==> config.mk <==
export PLATFORM = sky130hd
export DESIGN_NAME = pdu_top
export DESIGN_NICKNAME = d
export VERILOG_FILES = /design/src/pdu_pkg.sv /design/src/pdu_pll_seq.sv /design/src/pdu_mem_div.sv /design/src/pdu_top.sv
export SDC_FILE = /design/constraint.sdc
export NUM_CORES = 1
export LEC_CHECK = 0
export BUFFER_PORTS_ARGS = -buffer_cell sky130_fd_sc_hd__buf_2
export CAP_MARGIN = 25
export CORE_AREA = 3 3 133 97
export CTS_BUF_LIST = sky130_fd_sc_hd__clkbuf_8
export DETAILED_ROUTE_END_ITERATION = 8
export DIE_AREA = 0 0 136 100
export GPL_ROUTABILITY_DRIVEN = 1
export GPL_TIMING_DRIVEN = 0
export PLACE_DENSITY = 0.59
export SETUP_SLACK_MARGIN = 0.5
export SYNTH_ARGS = -nofsm -noshare
export SYNTH_HDL_FRONTEND = slang
export SYNTH_SLANG_ARGS = --single-unit
==> constraint.sdc <==
create_clock -name sys_clk -period 4.9 [get_ports sys_clk]
set_clock_uncertainty 0.2 [all_clocks]
set_input_delay 1.47 -clock sys_clk [delete_from_list [all_inputs] [get_ports sys_clk]]
set_output_delay 1.47 -clock sys_clk [all_outputs]
set_load 0.01 [all_outputs]
==> src/pdu_pkg.sv <==
// constants for the pll and divider update control block
// Notes on behaviour
// - the memory divider field shapes the double-rate memory clock and is taken up only on a divider apply write.
// - the field is used only in synchronous memory mode, otherwise the memory pll output is divided by two.
// - the double-rate memory clock is halved again into a memory clock, and software keeps that equal to the system clock.
// - field values 0 and 7 divide by twelve, 6 by ten, 5 by eight, 4 by six, 3 by four, 2 by three and 1 by two.
// - the accelerator pll power-down bit powers that pll down and bypasses it when one, enables it when zero.
// - output divider sits in bits 15 to 13, input divider in 12 to 8, feedback divider in 7 to 0.
// - the input divider field loads its power-up value from strap levels on the external bus address lines.
// - a one written to the source-switch bit applies the pll selection and the bit then clears itself.
// - read-only lock bits show the accelerator and system pll lock state.
// - a one written to the divider apply bit applies the memory divider setting, then clears itself.
// - a one written to the accelerator reconfigure bit reloads that pll and the bit stays set until it locks.
// - a one written to the system reconfigure bit reloads the system pll and the bit clears once it locks.
package pdu_pkg;
  // ----------------------------------------
  // register map
  // ----------------------------------------
  localparam logic [7:0] ACCEL_CFG_OFFSET = 8'h04;
  localparam logic [7:0] CLK_UPDATE_OFFSET = 8'h08;
  localparam logic [31:0] ACCEL_CFG_RESET = 32'h2000_0000;
  localparam logic [31:0] CLK_UPDATE_RESET = 32'h0000_0030;
  // ----------------------------------------
  // accelerator pll configuration fields
  // ----------------------------------------
  localparam int MEM_DIV_LSB = 29;
  localparam int POWER_DOWN_BIT = 22;
  localparam int RANGE_LSB = 16;
  localparam int OUT_DIV_LSB = 13;
  localparam int IN_DIV_LSB = 8;
  localparam int FB_DIV_LSB = 0;
  // ----------------------------------------
  // clock update fields
  // ----------------------------------------
  localparam int SRC_SWITCH_BIT = 6;
  localparam int ACCEL_LOCK_BIT = 5;
  localparam int SYS_LOCK_BIT = 4;
  localparam int DIV_APPLY_BIT = 2;
  localparam int ACCEL_RECFG_BIT = 1;
  localparam int SYS_RECFG_BIT = 0;
  // ----------------------------------------
  // timing
  // ----------------------------------------
  localparam int CLK_PERIOD_PS = 4000;
  localparam int LOCK_SETTLE_NS = 40;
  localparam int LOCK_SETTLE_CYC = (LOCK_SETTLE_NS * 1000 + CLK_PERIOD_PS - 1) / CLK_PERIOD_PS;
  localparam logic [7:0] MEM_RATIO_ASYNC = 8'h02;
endpackage

==> src/pdu_pll_seq.sv <==
// reconfiguration sequencer for one pll
`timescale 1ns/1ps
module pdu_pll_seq (
  input wire logic sys_clk,
  input wire logic rst_n,
  input wire logic ce,
  input wire logic start,
  input wire logic pll_locked,
  output logic pll_load,
  output logic busy
);
  typedef enum logic [1:0] {PDU_IDLE, PDU_LOAD, PDU_SETTLE, PDU_WAIT_LOCK} pdu_seq_e;
  pdu_seq_e state_q, state_d;
  logic [7:0] cnt_q, cnt_d;

  always_comb begin
    state_d = state_q;
    cnt_d = cnt_q;
    case (state_q)
      PDU_IDLE: begin
        if (start) begin
          state_d = PDU_LOAD;
        end
      end
      PDU_LOAD: begin
        state_d = PDU_SETTLE;
        cnt_d = 8'(pdu_pkg::LOCK_SETTLE_CYC);
      end
      PDU_SETTLE: begin
        // lock from before the load is stale, so ignore it for a while
        cnt_d = cnt_q - 8'h01;
        if (cnt_q == 8'h01) begin
          state_d = PDU_WAIT_LOCK;
        end
      end
      PDU_WAIT_LOCK: begin
        if (pll_locked) begin
          state_d = PDU_IDLE;
        end
      end
      default: state_d = PDU_IDLE;
    endcase
  end

  always_ff @(posedge sys_clk) begin
    if (!rst_n) begin
      state_q <= PDU_IDLE;
      cnt_q <= 8'h00;
    end else if (ce) begin
      state_q <= state_d;
      cnt_q <= cnt_d;
    end
  end

  assign pll_load = (state_q == PDU_LOAD);
  assign busy = (state_q != PDU_IDLE);

  property p_load_after_start;
    @(posedge sys_clk) disable iff (!rst_n)
      (state_q == PDU_IDLE && start && ce) |=> pll_load;
  endproperty
  a_load_after_start: assert property (p_load_after_start) else $error("load missing");

  property p_busy_until_lock;
    @(posedge sys_clk) disable iff (!rst_n)
      (busy && !pll_locked) |=> busy;
  endproperty
  a_busy_until_lock: assert property (p_busy_until_lock) else $error("busy dropped early");
endmodule

==> src/pdu_mem_div.sv <==
// memory clock enable divider
`timescale 1ns/1ps
module pdu_mem_div (
  input wire logic sys_clk,
  input wire logic rst_n,
  input wire logic ce,
  input wire logic mem_pll_tick,
  input wire logic [2:0] div_sel,
  input wire logic sync_mode,
  input wire logic apply,
  output logic mem_clk_2x_en,
  output logic mem_clk_en
);
  logic [2:0] active_q, active_d;
  logic [7:0] cnt_q, cnt_d;
  logic half_q, half_d;
  logic x2_q, x2_d;
  logic x1_q, x1_d;
  logic [7:0] ratio;

  function automatic logic [7:0] decode(input logic [2:0] sel);
    case (sel)
      3'h1: decode = 8'h02;
      3'h2: decode = 8'h03;
      3'h3: decode = 8'h04;
      3'h4: decode = 8'h06;
      3'h5: decode = 8'h08;
      3'h6: decode = 8'h0A;
      default: decode = 8'h0C;
    endcase
  endfunction

  assign ratio = sync_mode ? decode(active_q) : pdu_pkg::MEM_RATIO_ASYNC;

  always_comb begin
    active_d = apply ? div_sel : active_q;
    cnt_d = cnt_q;
    half_d = half_q;
    x2_d = 1'b0;
    x1_d = 1'b0;
    if (mem_pll_tick) begin
      if (cnt_q >= ratio - 8'h01) begin
        cnt_d = 8'h00;
        x2_d = 1'b1;
        half_d = ~half_q;
        x1_d = half_q;
      end else begin
        cnt_d = cnt_q + 8'h01;
      end
    end
  end

  always_ff @(posedge sys_clk) begin
    if (!rst_n) begin
      active_q <= pdu_pkg::ACCEL_CFG_RESET[pdu_pkg::MEM_DIV_LSB +: 3];
      cnt_q <= 8'h00;
      half_q <= 1'b0;
      x2_q <= 1'b0;
      x1_q <= 1'b0;
    end else if (ce) begin
      active_q <= active_d;
      cnt_q <= cnt_d;
      half_q <= half_d;
      x2_q <= x2_d;
      x1_q <= x1_d;
    end
  end

  assign mem_clk_2x_en = x2_q;
  assign mem_clk_en = x1_q;

  property p_hold_divider;
    @(posedge sys_clk) disable iff (!rst_n)
      (!apply) |=> $stable(active_q);
  endproperty
  a_hold_divider: assert property (p_hold_divider) else $error("divider moved without apply");

  property p_half_rate;
    @(posedge sys_clk) disable iff (!rst_n)
      mem_clk_en |-> mem_clk_2x_en;
  endproperty
  a_half_rate: assert property (p_half_rate) else $error("memory clock off its 2x edge");
endmodule

==> src/pdu_top.sv <==
// pll and divider update control with apb register access
`timescale 1ns/1ps
module pdu_top (
  input wire logic sys_clk,
  input wire logic rst_n,
  input wire logic ce,
  input wire logic psel,
  input wire logic penable,
  input wire logic pwrite,
  input wire logic [7:0] paddr,
  input wire logic [31:0] pwdata,
  output logic [31:0] prdata,
  output logic pready,
  output logic pslverr,
  input wire logic [4:0] ext_bus_addr_strap,
  input wire logic mem_src_sync_strap,
  input wire logic accel_pll_locked,
  input wire logic sys_pll_locked,
  input wire logic mem_pll_tick,
  output logic accel_pll_power_down,
  output logic [2:0] accel_pll_range,
  output logic [2:0] pll_output_divider,
  output logic [4:0] pll_input_divider,
  output logic [7:0] pll_feedback_divider,
  output logic accel_pll_load,
  output logic sys_pll_load,
  output logic div_apply,
  output logic src_switch_apply,
  output logic mem_clk_2x_en,
  output logic mem_clk_en
);
  // ----------------------------------------
  // bus decode
  // ----------------------------------------
  logic setup, wr_access;
  logic hit_cfg, hit_upd;
  assign setup = psel && !penable && ce;
  assign wr_access = psel && penable && pwrite && ce;
  assign hit_cfg = (paddr == pdu_pkg::ACCEL_CFG_OFFSET);
  assign hit_upd = (paddr == pdu_pkg::CLK_UPDATE_OFFSET);
  // zero wait states, only a low ce stalls the bus
  assign pready = ce;
  assign pslverr = psel && penable && !(hit_cfg || hit_upd);

  // ----------------------------------------
  // configuration register
  // ----------------------------------------
  logic [2:0] mem_div_q, mem_div_d;
  logic pwr_dn_q, pwr_dn_d;
  logic [2:0] range_q, range_d;
  logic [2:0] out_div_q, out_div_d;
  logic [4:0] in_div_q, in_div_d;
  logic [7:0] fb_div_q, fb_div_d;
  logic strap_done_q, strap_done_d;
  logic mem_sync_q, mem_sync_d;

  always_comb begin
    mem_div_d = mem_div_q;
    pwr_dn_d = pwr_dn_q;
    range_d = range_q;
    out_div_d = out_div_q;
    in_div_d = in_div_q;
    fb_div_d = fb_div_q;
    strap_done_d = 1'b1;
    mem_sync_d = mem_sync_q;
    if (!strap_done_q) begin
      // straps caught on the first edge after release, never under reset
      in_div_d = ext_bus_addr_strap;
      mem_sync_d = mem_src_sync_strap;
    end else if (wr_access && hit_cfg) begin
      mem_div_d = pwdata[pdu_pkg::MEM_DIV_LSB +: 3];
      pwr_dn_d = pwdata[pdu_pkg::POWER_DOWN_BIT];
      range_d = pwdata[pdu_pkg::RANGE_LSB +: 3];
      out_div_d = pwdata[pdu_pkg::OUT_DIV_LSB +: 3];
      in_div_d = pwdata[pdu_pkg::IN_DIV_LSB +: 5];
      fb_div_d = pwdata[pdu_pkg::FB_DIV_LSB +: 8];
    end
  end

  always_ff @(posedge sys_clk) begin
    if (!rst_n) begin
      mem_div_q <= pdu_pkg::ACCEL_CFG_RESET[pdu_pkg::MEM_DIV_LSB +: 3];
      pwr_dn_q <= pdu_pkg::ACCEL_CFG_RESET[pdu_pkg::POWER_DOWN_BIT];
      range_q <= pdu_pkg::ACCEL_CFG_RESET[pdu_pkg::RANGE_LSB +: 3];
      out_div_q <= pdu_pkg::ACCEL_CFG_RESET[pdu_pkg::OUT_DIV_LSB +: 3];
      in_div_q <= pdu_pkg::ACCEL_CFG_RESET[pdu_pkg::IN_DIV_LSB +: 5];
      fb_div_q <= pdu_pkg::ACCEL_CFG_RESET[pdu_pkg::FB_DIV_LSB +: 8];
      strap_done_q <= 1'b0;
      mem_sync_q <= 1'b0;
    end else if (ce) begin
      mem_div_q <= mem_div_d;
      pwr_dn_q <= pwr_dn_d;
      range_q <= range_d;
      out_div_q <= out_div_d;
      in_div_q <= in_div_d;
      fb_div_q <= fb_div_d;
      strap_done_q <= strap_done_d;
      mem_sync_q <= mem_sync_d;
    end
  end

  assign accel_pll_power_down = pwr_dn_q;
  assign accel_pll_range = range_q;
  assign pll_output_divider = out_div_q;
  assign pll_input_divider = in_div_q;
  assign pll_feedback_divider = fb_div_q;

  // ----------------------------------------
  // update requests
  // ----------------------------------------
  logic src_req_q, src_req_d;
  logic div_req_q, div_req_d;
  logic accel_busy, sys_busy;
  logic upd_wr;
  assign upd_wr = wr_access && hit_upd;

  always_comb begin
    // a one sets, a zero is ignored; set wins over the self clear
    src_req_d = (upd_wr && pwdata[pdu_pkg::SRC_SWITCH_BIT]) ||
                (src_req_q && !src_switch_apply);
    div_req_d = (upd_wr && pwdata[pdu_pkg::DIV_APPLY_BIT]) ||
                (div_req_q && !div_apply);
  end

  logic src_pulse_q, div_pulse_q;
  always_ff @(posedge sys_clk) begin
    if (!rst_n) begin
      src_req_q <= 1'b0;
      div_req_q <= 1'b0;
      src_pulse_q <= 1'b0;
      div_pulse_q <= 1'b0;
    end else if (ce) begin
      src_req_q <= src_req_d;
      div_req_q <= div_req_d;
      src_pulse_q <= src_req_q && !src_pulse_q;
      div_pulse_q <= div_req_q && !div_pulse_q;
    end
  end

  assign src_switch_apply = src_pulse_q;
  assign div_apply = div_pulse_q;

  // the sequencer itself holds the busy state, so a zero write cannot cancel it
  pdu_pll_seq u_accel_seq (
    .sys_clk(sys_clk),
    .rst_n(rst_n),
    .ce(ce),
    .start(upd_wr && pwdata[pdu_pkg::ACCEL_RECFG_BIT]),
    .pll_locked(accel_pll_locked),
    .pll_load(accel_pll_load),
    .busy(accel_busy)
  );

  pdu_pll_seq u_sys_seq (
    .sys_clk(sys_clk),
    .rst_n(rst_n),
    .ce(ce),
    .start(upd_wr && pwdata[pdu_pkg::SYS_RECFG_BIT]),
    .pll_locked(sys_pll_locked),
    .pll_load(sys_pll_load),
    .busy(sys_busy)
  );

  pdu_mem_div u_mem_div (
    .sys_clk(sys_clk),
    .rst_n(rst_n),
    .ce(ce),
    .mem_pll_tick(mem_pll_tick),
    .div_sel(mem_div_q),
    .sync_mode(mem_sync_q),
    .apply(div_apply),
    .mem_clk_2x_en(mem_clk_2x_en),
    .mem_clk_en(mem_clk_en)
  );

  // ----------------------------------------
  // read data
  // ----------------------------------------
  logic [31:0] rd_d, rd_q;
  always_comb begin
    rd_d = 32'h0000_0000;
    if (hit_cfg) begin
      rd_d[pdu_pkg::MEM_DIV_LSB +: 3] = mem_div_q;
      rd_d[pdu_pkg::POWER_DOWN_BIT] = pwr_dn_q;
      rd_d[pdu_pkg::RANGE_LSB +: 3] = range_q;
      rd_d[pdu_pkg::OUT_DIV_LSB +: 3] = out_div_q;
      rd_d[pdu_pkg::IN_DIV_LSB +: 5] = in_div_q;
      rd_d[pdu_pkg::FB_DIV_LSB +: 8] = fb_div_q;
    end else if (hit_upd) begin
      rd_d[pdu_pkg::SRC_SWITCH_BIT] = src_req_q;
      rd_d[pdu_pkg::ACCEL_LOCK_BIT] = accel_pll_locked;
      rd_d[pdu_pkg::SYS_LOCK_BIT] = sys_pll_locked;
      rd_d[pdu_pkg::DIV_APPLY_BIT] = div_req_q;
      rd_d[pdu_pkg::ACCEL_RECFG_BIT] = accel_busy;
      rd_d[pdu_pkg::SYS_RECFG_BIT] = sys_busy;
    end
  end

  always_ff @(posedge sys_clk) begin
    if (!rst_n) begin
      rd_q <= 32'h0000_0000;
    end else if (setup) begin
      rd_q <= rd_d;
    end
  end

  assign prdata = rd_q;

  // ----------------------------------------
  // checks
  // ----------------------------------------
  property p_div_self_clear;
    @(posedge sys_clk) disable iff (!rst_n || !ce)
      (div_req_q && !div_apply) |=> div_apply;
  endproperty
  a_div_self_clear: assert property (p_div_self_clear) else $error("apply pulse late");

  property p_src_self_clear;
    @(posedge sys_clk) disable iff (!rst_n)
      (src_switch_apply && ce && !(upd_wr && pwdata[pdu_pkg::SRC_SWITCH_BIT])) |=> !src_req_q;
  endproperty
  a_src_self_clear: assert property (p_src_self_clear) else $error("switch bit stuck");

  property p_zero_write_keeps;
    @(posedge sys_clk) disable iff (!rst_n)
      (div_req_q && !div_apply && ce) |=> div_req_q;
  endproperty
  a_zero_write_keeps: assert property (p_zero_write_keeps) else $error("request lost");

  property p_power_down_follows;
    @(posedge sys_clk) disable iff (!rst_n)
      (wr_access && hit_cfg && strap_done_q) |=>
        accel_pll_power_down == $past(pwdata[pdu_pkg::POWER_DOWN_BIT]);
  endproperty
  a_power_down_follows: assert property (p_power_down_follows) else $error("power-down wrong");

  property p_strap_load;
    @(posedge sys_clk) disable iff (!rst_n)
      (!strap_done_q && ce) |=> pll_input_divider == $past(ext_bus_addr_strap);
  endproperty
  a_strap_load: assert property (p_strap_load) else $error("strap not taken");

  property p_lock_readback;
    @(posedge sys_clk) disable iff (!rst_n)
      (setup && hit_upd) |=> prdata[pdu_pkg::SYS_LOCK_BIT] == $past(sys_pll_locked) &&
        prdata[pdu_pkg::ACCEL_LOCK_BIT] == $past(accel_pll_locked);
  endproperty
  a_lock_readback: assert property (p_lock_readback) else $error("lock bit wrong");
endmodule

==> metrics.yaml, run 1 <==
clock_latency_ns: 0.37
synth_edf_count: 0
post_cts_buffers: 0
clock.fmax_mhz: 232
cts_resized: 0
cts_buffers: 9
die_y_um: 100
syn_to_final_growth_pct: 22.5
outcome: "finished, final reports clean"
slowest_delay_ns: 0.42
synth_ff_type: "dfxtp_1"
syn_avg_cell_area_um2: 8.74
tightestPinTransition_ns: 0.782
place.gp.congestion: 0.818
ir_worst_vdd_mv: 0.125
final_core_util: 0.427
drc: 0
grt_pass1_wl_um: 17900
critical_path_peak_fanout: 4
start_kind: "input pin"
dp.cells: 725
ys_warn_count: 0
h-tree-depth: 3
synth_top_area_frac: 0.424
yosysTopAreaCell: "dfxtp_1"
num_io_pins: 115
rows: 33
power.density_mw_per_mm2: 268
dpl_cell_area_mm2: 0.00476
critPathBufInv: 2
initial_core_util: 0.348
yosys-top-cells-area: "dfxtp_1 42%, ha_1 7.4%, nand2_1 5.5%"
io_buffers: 96
min_period_over_period: 0.878
cts.clk_slew.worst_paths_ns: 0.09
vias: 3672
fin_tns_setup_ns: 0
cts_hold_buf: 0
critPathCaptureType: "primary output"
antenna_left: 0
grt_start_max_net_pins: 17
crit_type: "in -> out"
synth_seq_cells: 86
wl_per_cell_um: 15.0
yosysSeqAreaShare: 0.424
slew_viol_final: 0
worstPathRequired_ns: 3.23
dp_hpwl_um: 8590
vias_per_cell: 4.96
dp_slack_ns: 0.588
core_area_mm2: 0.0116
slew_headroom: 0.473
hp-class: "reg -> reg"
reg2reg_slack_ns: 2.02
arrival_ns: 2.63
syn_inst: 464
hold_viol: 0
path_common_cell: "buf_2"
first_pass_iters: 5
postSynth.asyncResetShare: 0
max_cap_viol_count: 0
die_w_um: 136
dieArea_mm2: 0.0136
finalNetCount: 658
grt_use_total: 0.166
fin_cells: 741
antenna_found_initial: 0
cts-root-buf: "clkbuf_8"
cts_sinks: 86
rsz0062_at_grt: "no"
cpMaxStageDelayCell: "nor4_4"
clockBufferDepth: 2
setup_slack_ns: 0.599
period_needed_ns: 4.30
leakage_nw: 2.01
drive_above_1_share: 0.233
syn_area_mm2: 0.00406
setup_viol: 0
drt-total-wl_um: 11100
crit_chain: "buf_2, nor4_4, and2_1, o21ai_0, and3_1, buf_2"
grt-ovfl-total: 0
cts_tree: "done"
n_antenna_cell: 0
cpLargestDelayFamily: "simple AND/OR/NAND/NOR gates"
synth_cell_types: 51
grt_pass1_vias: 3511
first_iter_violations: 242
design_area_mm2: 0.00497
cells in the mapped netlist (all sizes together), types with 5 or more instances:
library cell	number
nor4	6
a211oi	6
a22oi	24
nand4	5
inv	15
mux2i	8
a21boi	12
xnor2	12
buf	16
nor2b	28
xor2	6
a21oi	28
nor2	39
o21ai	11
nand2	60
dfxtp	86
clkbuf	12
nor3	11
nand3	16
ha	24
flip-flops by register name, indices dropped and copies added (netlist names), 2 cells and up:
name / cells
prdata: 23
pll_feedback_divider: 8
u_accel_seq.cnt_q: 8
u_mem_div.cnt_q: 8
u_sys_seq.cnt_q: 8
pll_input_divider: 5
accel_pll_range: 3
mem_div_q: 3
pll_output_divider: 3
u_mem_div.active_q: 3
u_accel_seq.state_q: 2
u_sys_seq.state_q: 2
metrics by stage:
step | hold slack (ns) | power (W)
5_1_grt | 0.304 | 0.00139
3_5_place_dp | 0.247 | 0.000825
3_3_place_gp | 0.242 | 0.000823
4_1_cts | 0.272 | 0.00135
6_report | 0.267 | 0.00133
2_1_floorplan | 0.244 | 0.000781
cells in the final DEF (no fill, tap or decap), types with 3 or more instances in the layout:
cell type  instances
a211oi_1           6
inv_1             15
a22oi_1           24
or3_1              3
o31ai_1            3
nand3b_1           3
conb_1            10
nor4_1             5
xnor2_1           12
clkbuf_8           9
nand3_1           16
nand4_1            5
clkbuf_1          12
dfxtp_1           86
nor2b_1           28
a31oi_1            3
nor3_1            10
and2_1             3
a21oi_1           28
mux2i_1            8
nor2_1            38
nand2_1           59
inv_6              3
a21boi_0           9
buf_2            100
buf_4             10
a21boi_1           3
o21ai_0           11
xor2_1             6
ha_1              24
nand2b_1           3
worst paths after layout:
| kind | startpoint | endpoint | cells past startpoint |
|---|---|---|---|
| worst max-delay path | paddr[5] | pslverr | 6 |
| worst min-delay path | mem_div_q[1] | mem_div_q[1] | 2 |
| worst max register to register | u_mem_div.active_q[0] | u_mem_div.cnt_q[1] | 10 |
| worst min register to register | mem_div_q[1] | mem_div_q[1] | 2 |
final cells by class:
cell class	count	area, um^2
fill	1203	6680
timing repair buffer	96	480
tap	157	196
buffer	28	155
inverter	16	60.1
sequential	86	1720
clock inverter	7	80.1
multi-input combinational	342	2150
clock buffer	9	124
tightest hold or removal path, stage by stage (launching register included):
cell and delay, ns:
dfxtp_1 0.33, nand2_1 0.05, a21boi_1 0.05
power by group:
group	internal (W)	leakage (nW)	total (W)	switching (W)
sequential	0.000704	0.694	0.000709	0.00000492
combinational	0.0000419	1.22	0.0000999	0.0000580
clock	0.000242	0.0968	0.000519	0.000278
logic make-up after synthesis:
| family | count (synthesis) | synth area share |
|---|---|---|
| fa+ha+maj | 24 | 0.0740 |
| buf+inv | 44 | 0.0530 |
| mux | 8 | 0.0197 |
| compound gates | 96 | 0.158 |
| other cells | 2 | 0.00185 |
| simple gates | 186 | 0.230 |
| xor+xnor | 18 | 0.0389 |
| flops | 86 | 0.424 |
per-layer routing:
layer  global-route usage  vias to the layer above  routed length [um]
met5                    0                        -                   0
met4               0.0457                        0                 128
met3               0.0456                       13                 519
met2                0.246                       97                4850
met1                0.237                     1736                5620
li1                     -                     1826                   -
(Power assumes the default switching activity.)
==> run 2, diff against run 1 <==
==> constraint.sdc (replaced) <==
create_clock -name sys_clk -period 4.8 [get_ports sys_clk]
set_clock_uncertainty 0.2 [all_clocks]
set_input_delay 1.44 -clock sys_clk [delete_from_list [all_inputs] [get_ports sys_clk]]
set_output_delay 1.44 -clock sys_clk [all_outputs]
set_load 0.01 [all_outputs]
==> metrics.yaml, run 2 (synthesis results as in run 1) <==
dpl_cell_area_mm2: 0.00476
fin_tns_setup_ns: 0
r2r-start: "u_mem_div.active_q[0]"
use_met2: 0.246
grt_pass1_wl_um: 17900
clockBufferDepth: 2
rsz0062_at_grt: "no"
die_y_um: 100
gr-max-usage-layer: "met2"
met1_usage: 0.237
clock.fmax_mhz: 239
dp_slack_ns: 0.548
layout_commonest_cell: "buf_2"
dieArea_mm2: 0.0136
grt_use_total: 0.166
cts_sinks: 86
antenna_left: 0
h-tree-depth: 3
ir_worst_vdd_mv: 0.128
n_antenna_cell: 0
cts-root-buf: "clkbuf_8"
grt_use_met3: 0.0456
drc: 0
die_w_um: 136
period_needed_ns: 4.18
antenna_found_initial: 0
finalNetCount: 659
critical_path_peak_fanout: 4
vias_per_cell: 4.90
slew_viol_final: 0
power.density_mw_per_mm2: 273
worstPathRequired_ns: 3.16
initial_core_util: 0.348
crit_type: "in -> out"
power_w: 0.00136
holdCritStartpoint: "mem_div_q[1]"
core_area_mm2: 0.0116
largest_reg_flops: 23
leakage_nw: 2.01
drt-total-wl_um: 11100
fill_cells: 1203
tightestPinTransition_ns: 0.775
first_pass_iters: 4
cts.clk_slew.worst_paths_ns: 0.09
critPathCaptureType: "primary output"
max_cap_viol_count: 0
setup_slack_ns: 0.619
wl_per_cell_um: 14.9
slew_headroom: 0.478
place.gp.congestion: 0.818
drive_above_1_share: 0.234
vias: 3639
min_period_over_period: 0.871
cts_tree: "done"
first_iter_violations: 255
outcome: "finished, final reports clean"
arrival_ns: 2.54
io_buffers: 96
hp-class: "reg -> reg"
design_area_mm2: 0.00497
critPathLaunch: "paddr[7]"
hold_viol: 0
syn_to_final_growth_pct: 22.6
start_kind: "input pin"
cts_buffers: 9
final_cell_mix: "100 x buf_2, 86 x dfxtp_1, 59 x nand2_1"
rows: 33
grt_start_max_net_pins: 17
clock_latency_ns: 0.36
dp_hpwl_um: 8590
num_io_pins: 115
grt-ovfl-total: 0
grt_pass1_vias: 3511
setup_viol: 0
-- run 2: path summary, 6_finish.rpt --
kind / depth (start not counted) / end / slack (ns)
setup reg to reg: 10 / u_mem_div.cnt_q[1] / 1.90
setup / recovery: 7 / pslverr / 0.62
hold / removal: 2 / mem_div_q[1] / 0.27
hold reg to reg: 2 / mem_div_q[1] / 0.27
-- run 2: worst max-delay path, stage by stage --
cell	delay (ns)
buf_2	0.11
nor4_4	0.25
buf_4	0.18
and2_1	0.14
o21ai_0	0.08
and3_1	0.21
buf_2	0.14
-- run 2: cell type report --
cell class / count / area, um^2 / area share
clock inverters: 7 / 80.1 / 0.0161
clock buffers: 9 / 124 / 0.0249
well taps: 157 / 196 / 0.0395
multi-input cells: 342 / 2150 / 0.432
repair buffers: 97 / 488 / 0.0981
inverters: 16 / 60.1 / 0.0121
plain buffers: 28 / 155 / 0.0312
flip-flops and latches: 86 / 1720 / 0.346
-- run 2: report_power, final --
part	internal, W	switching, W
combinational	0.0000430	0.0000592
clock	0.000247	0.000283
sequential	0.000719	0.00000505
-- run 2: metal layers --
| layer | share of wire | vias up |
|---|---|---|
| met5 | 0 | - |
| met3 | 0.056 | 4 |
| li1 | - | 1830 |
| met1 | 0.50 | 1710 |
| met4 | 0.0052 | 0 |
| met2 | 0.44 | 95 |
-- run 2: metrics by stage --
step | hold WS, ns | instances | utilization
2_1_floorplan | 0.244 | 472 | -
3_3_place_gp | 0.242 | 725 | 0.409
3_5_place_dp | 0.247 | 725 | 0.409
4_1_cts | 0.272 | 741 | 0.427
5_1_grt | 0.304 | 742 | 0.427
6_report | 0.267 | 742 | 0.427
-- run 2: repair_timing --
item,CTS,global route
endpoints found under the setup margin,0,1
gates resized for setup,0,0
setup buffers,0,1
hold buffers,0,0
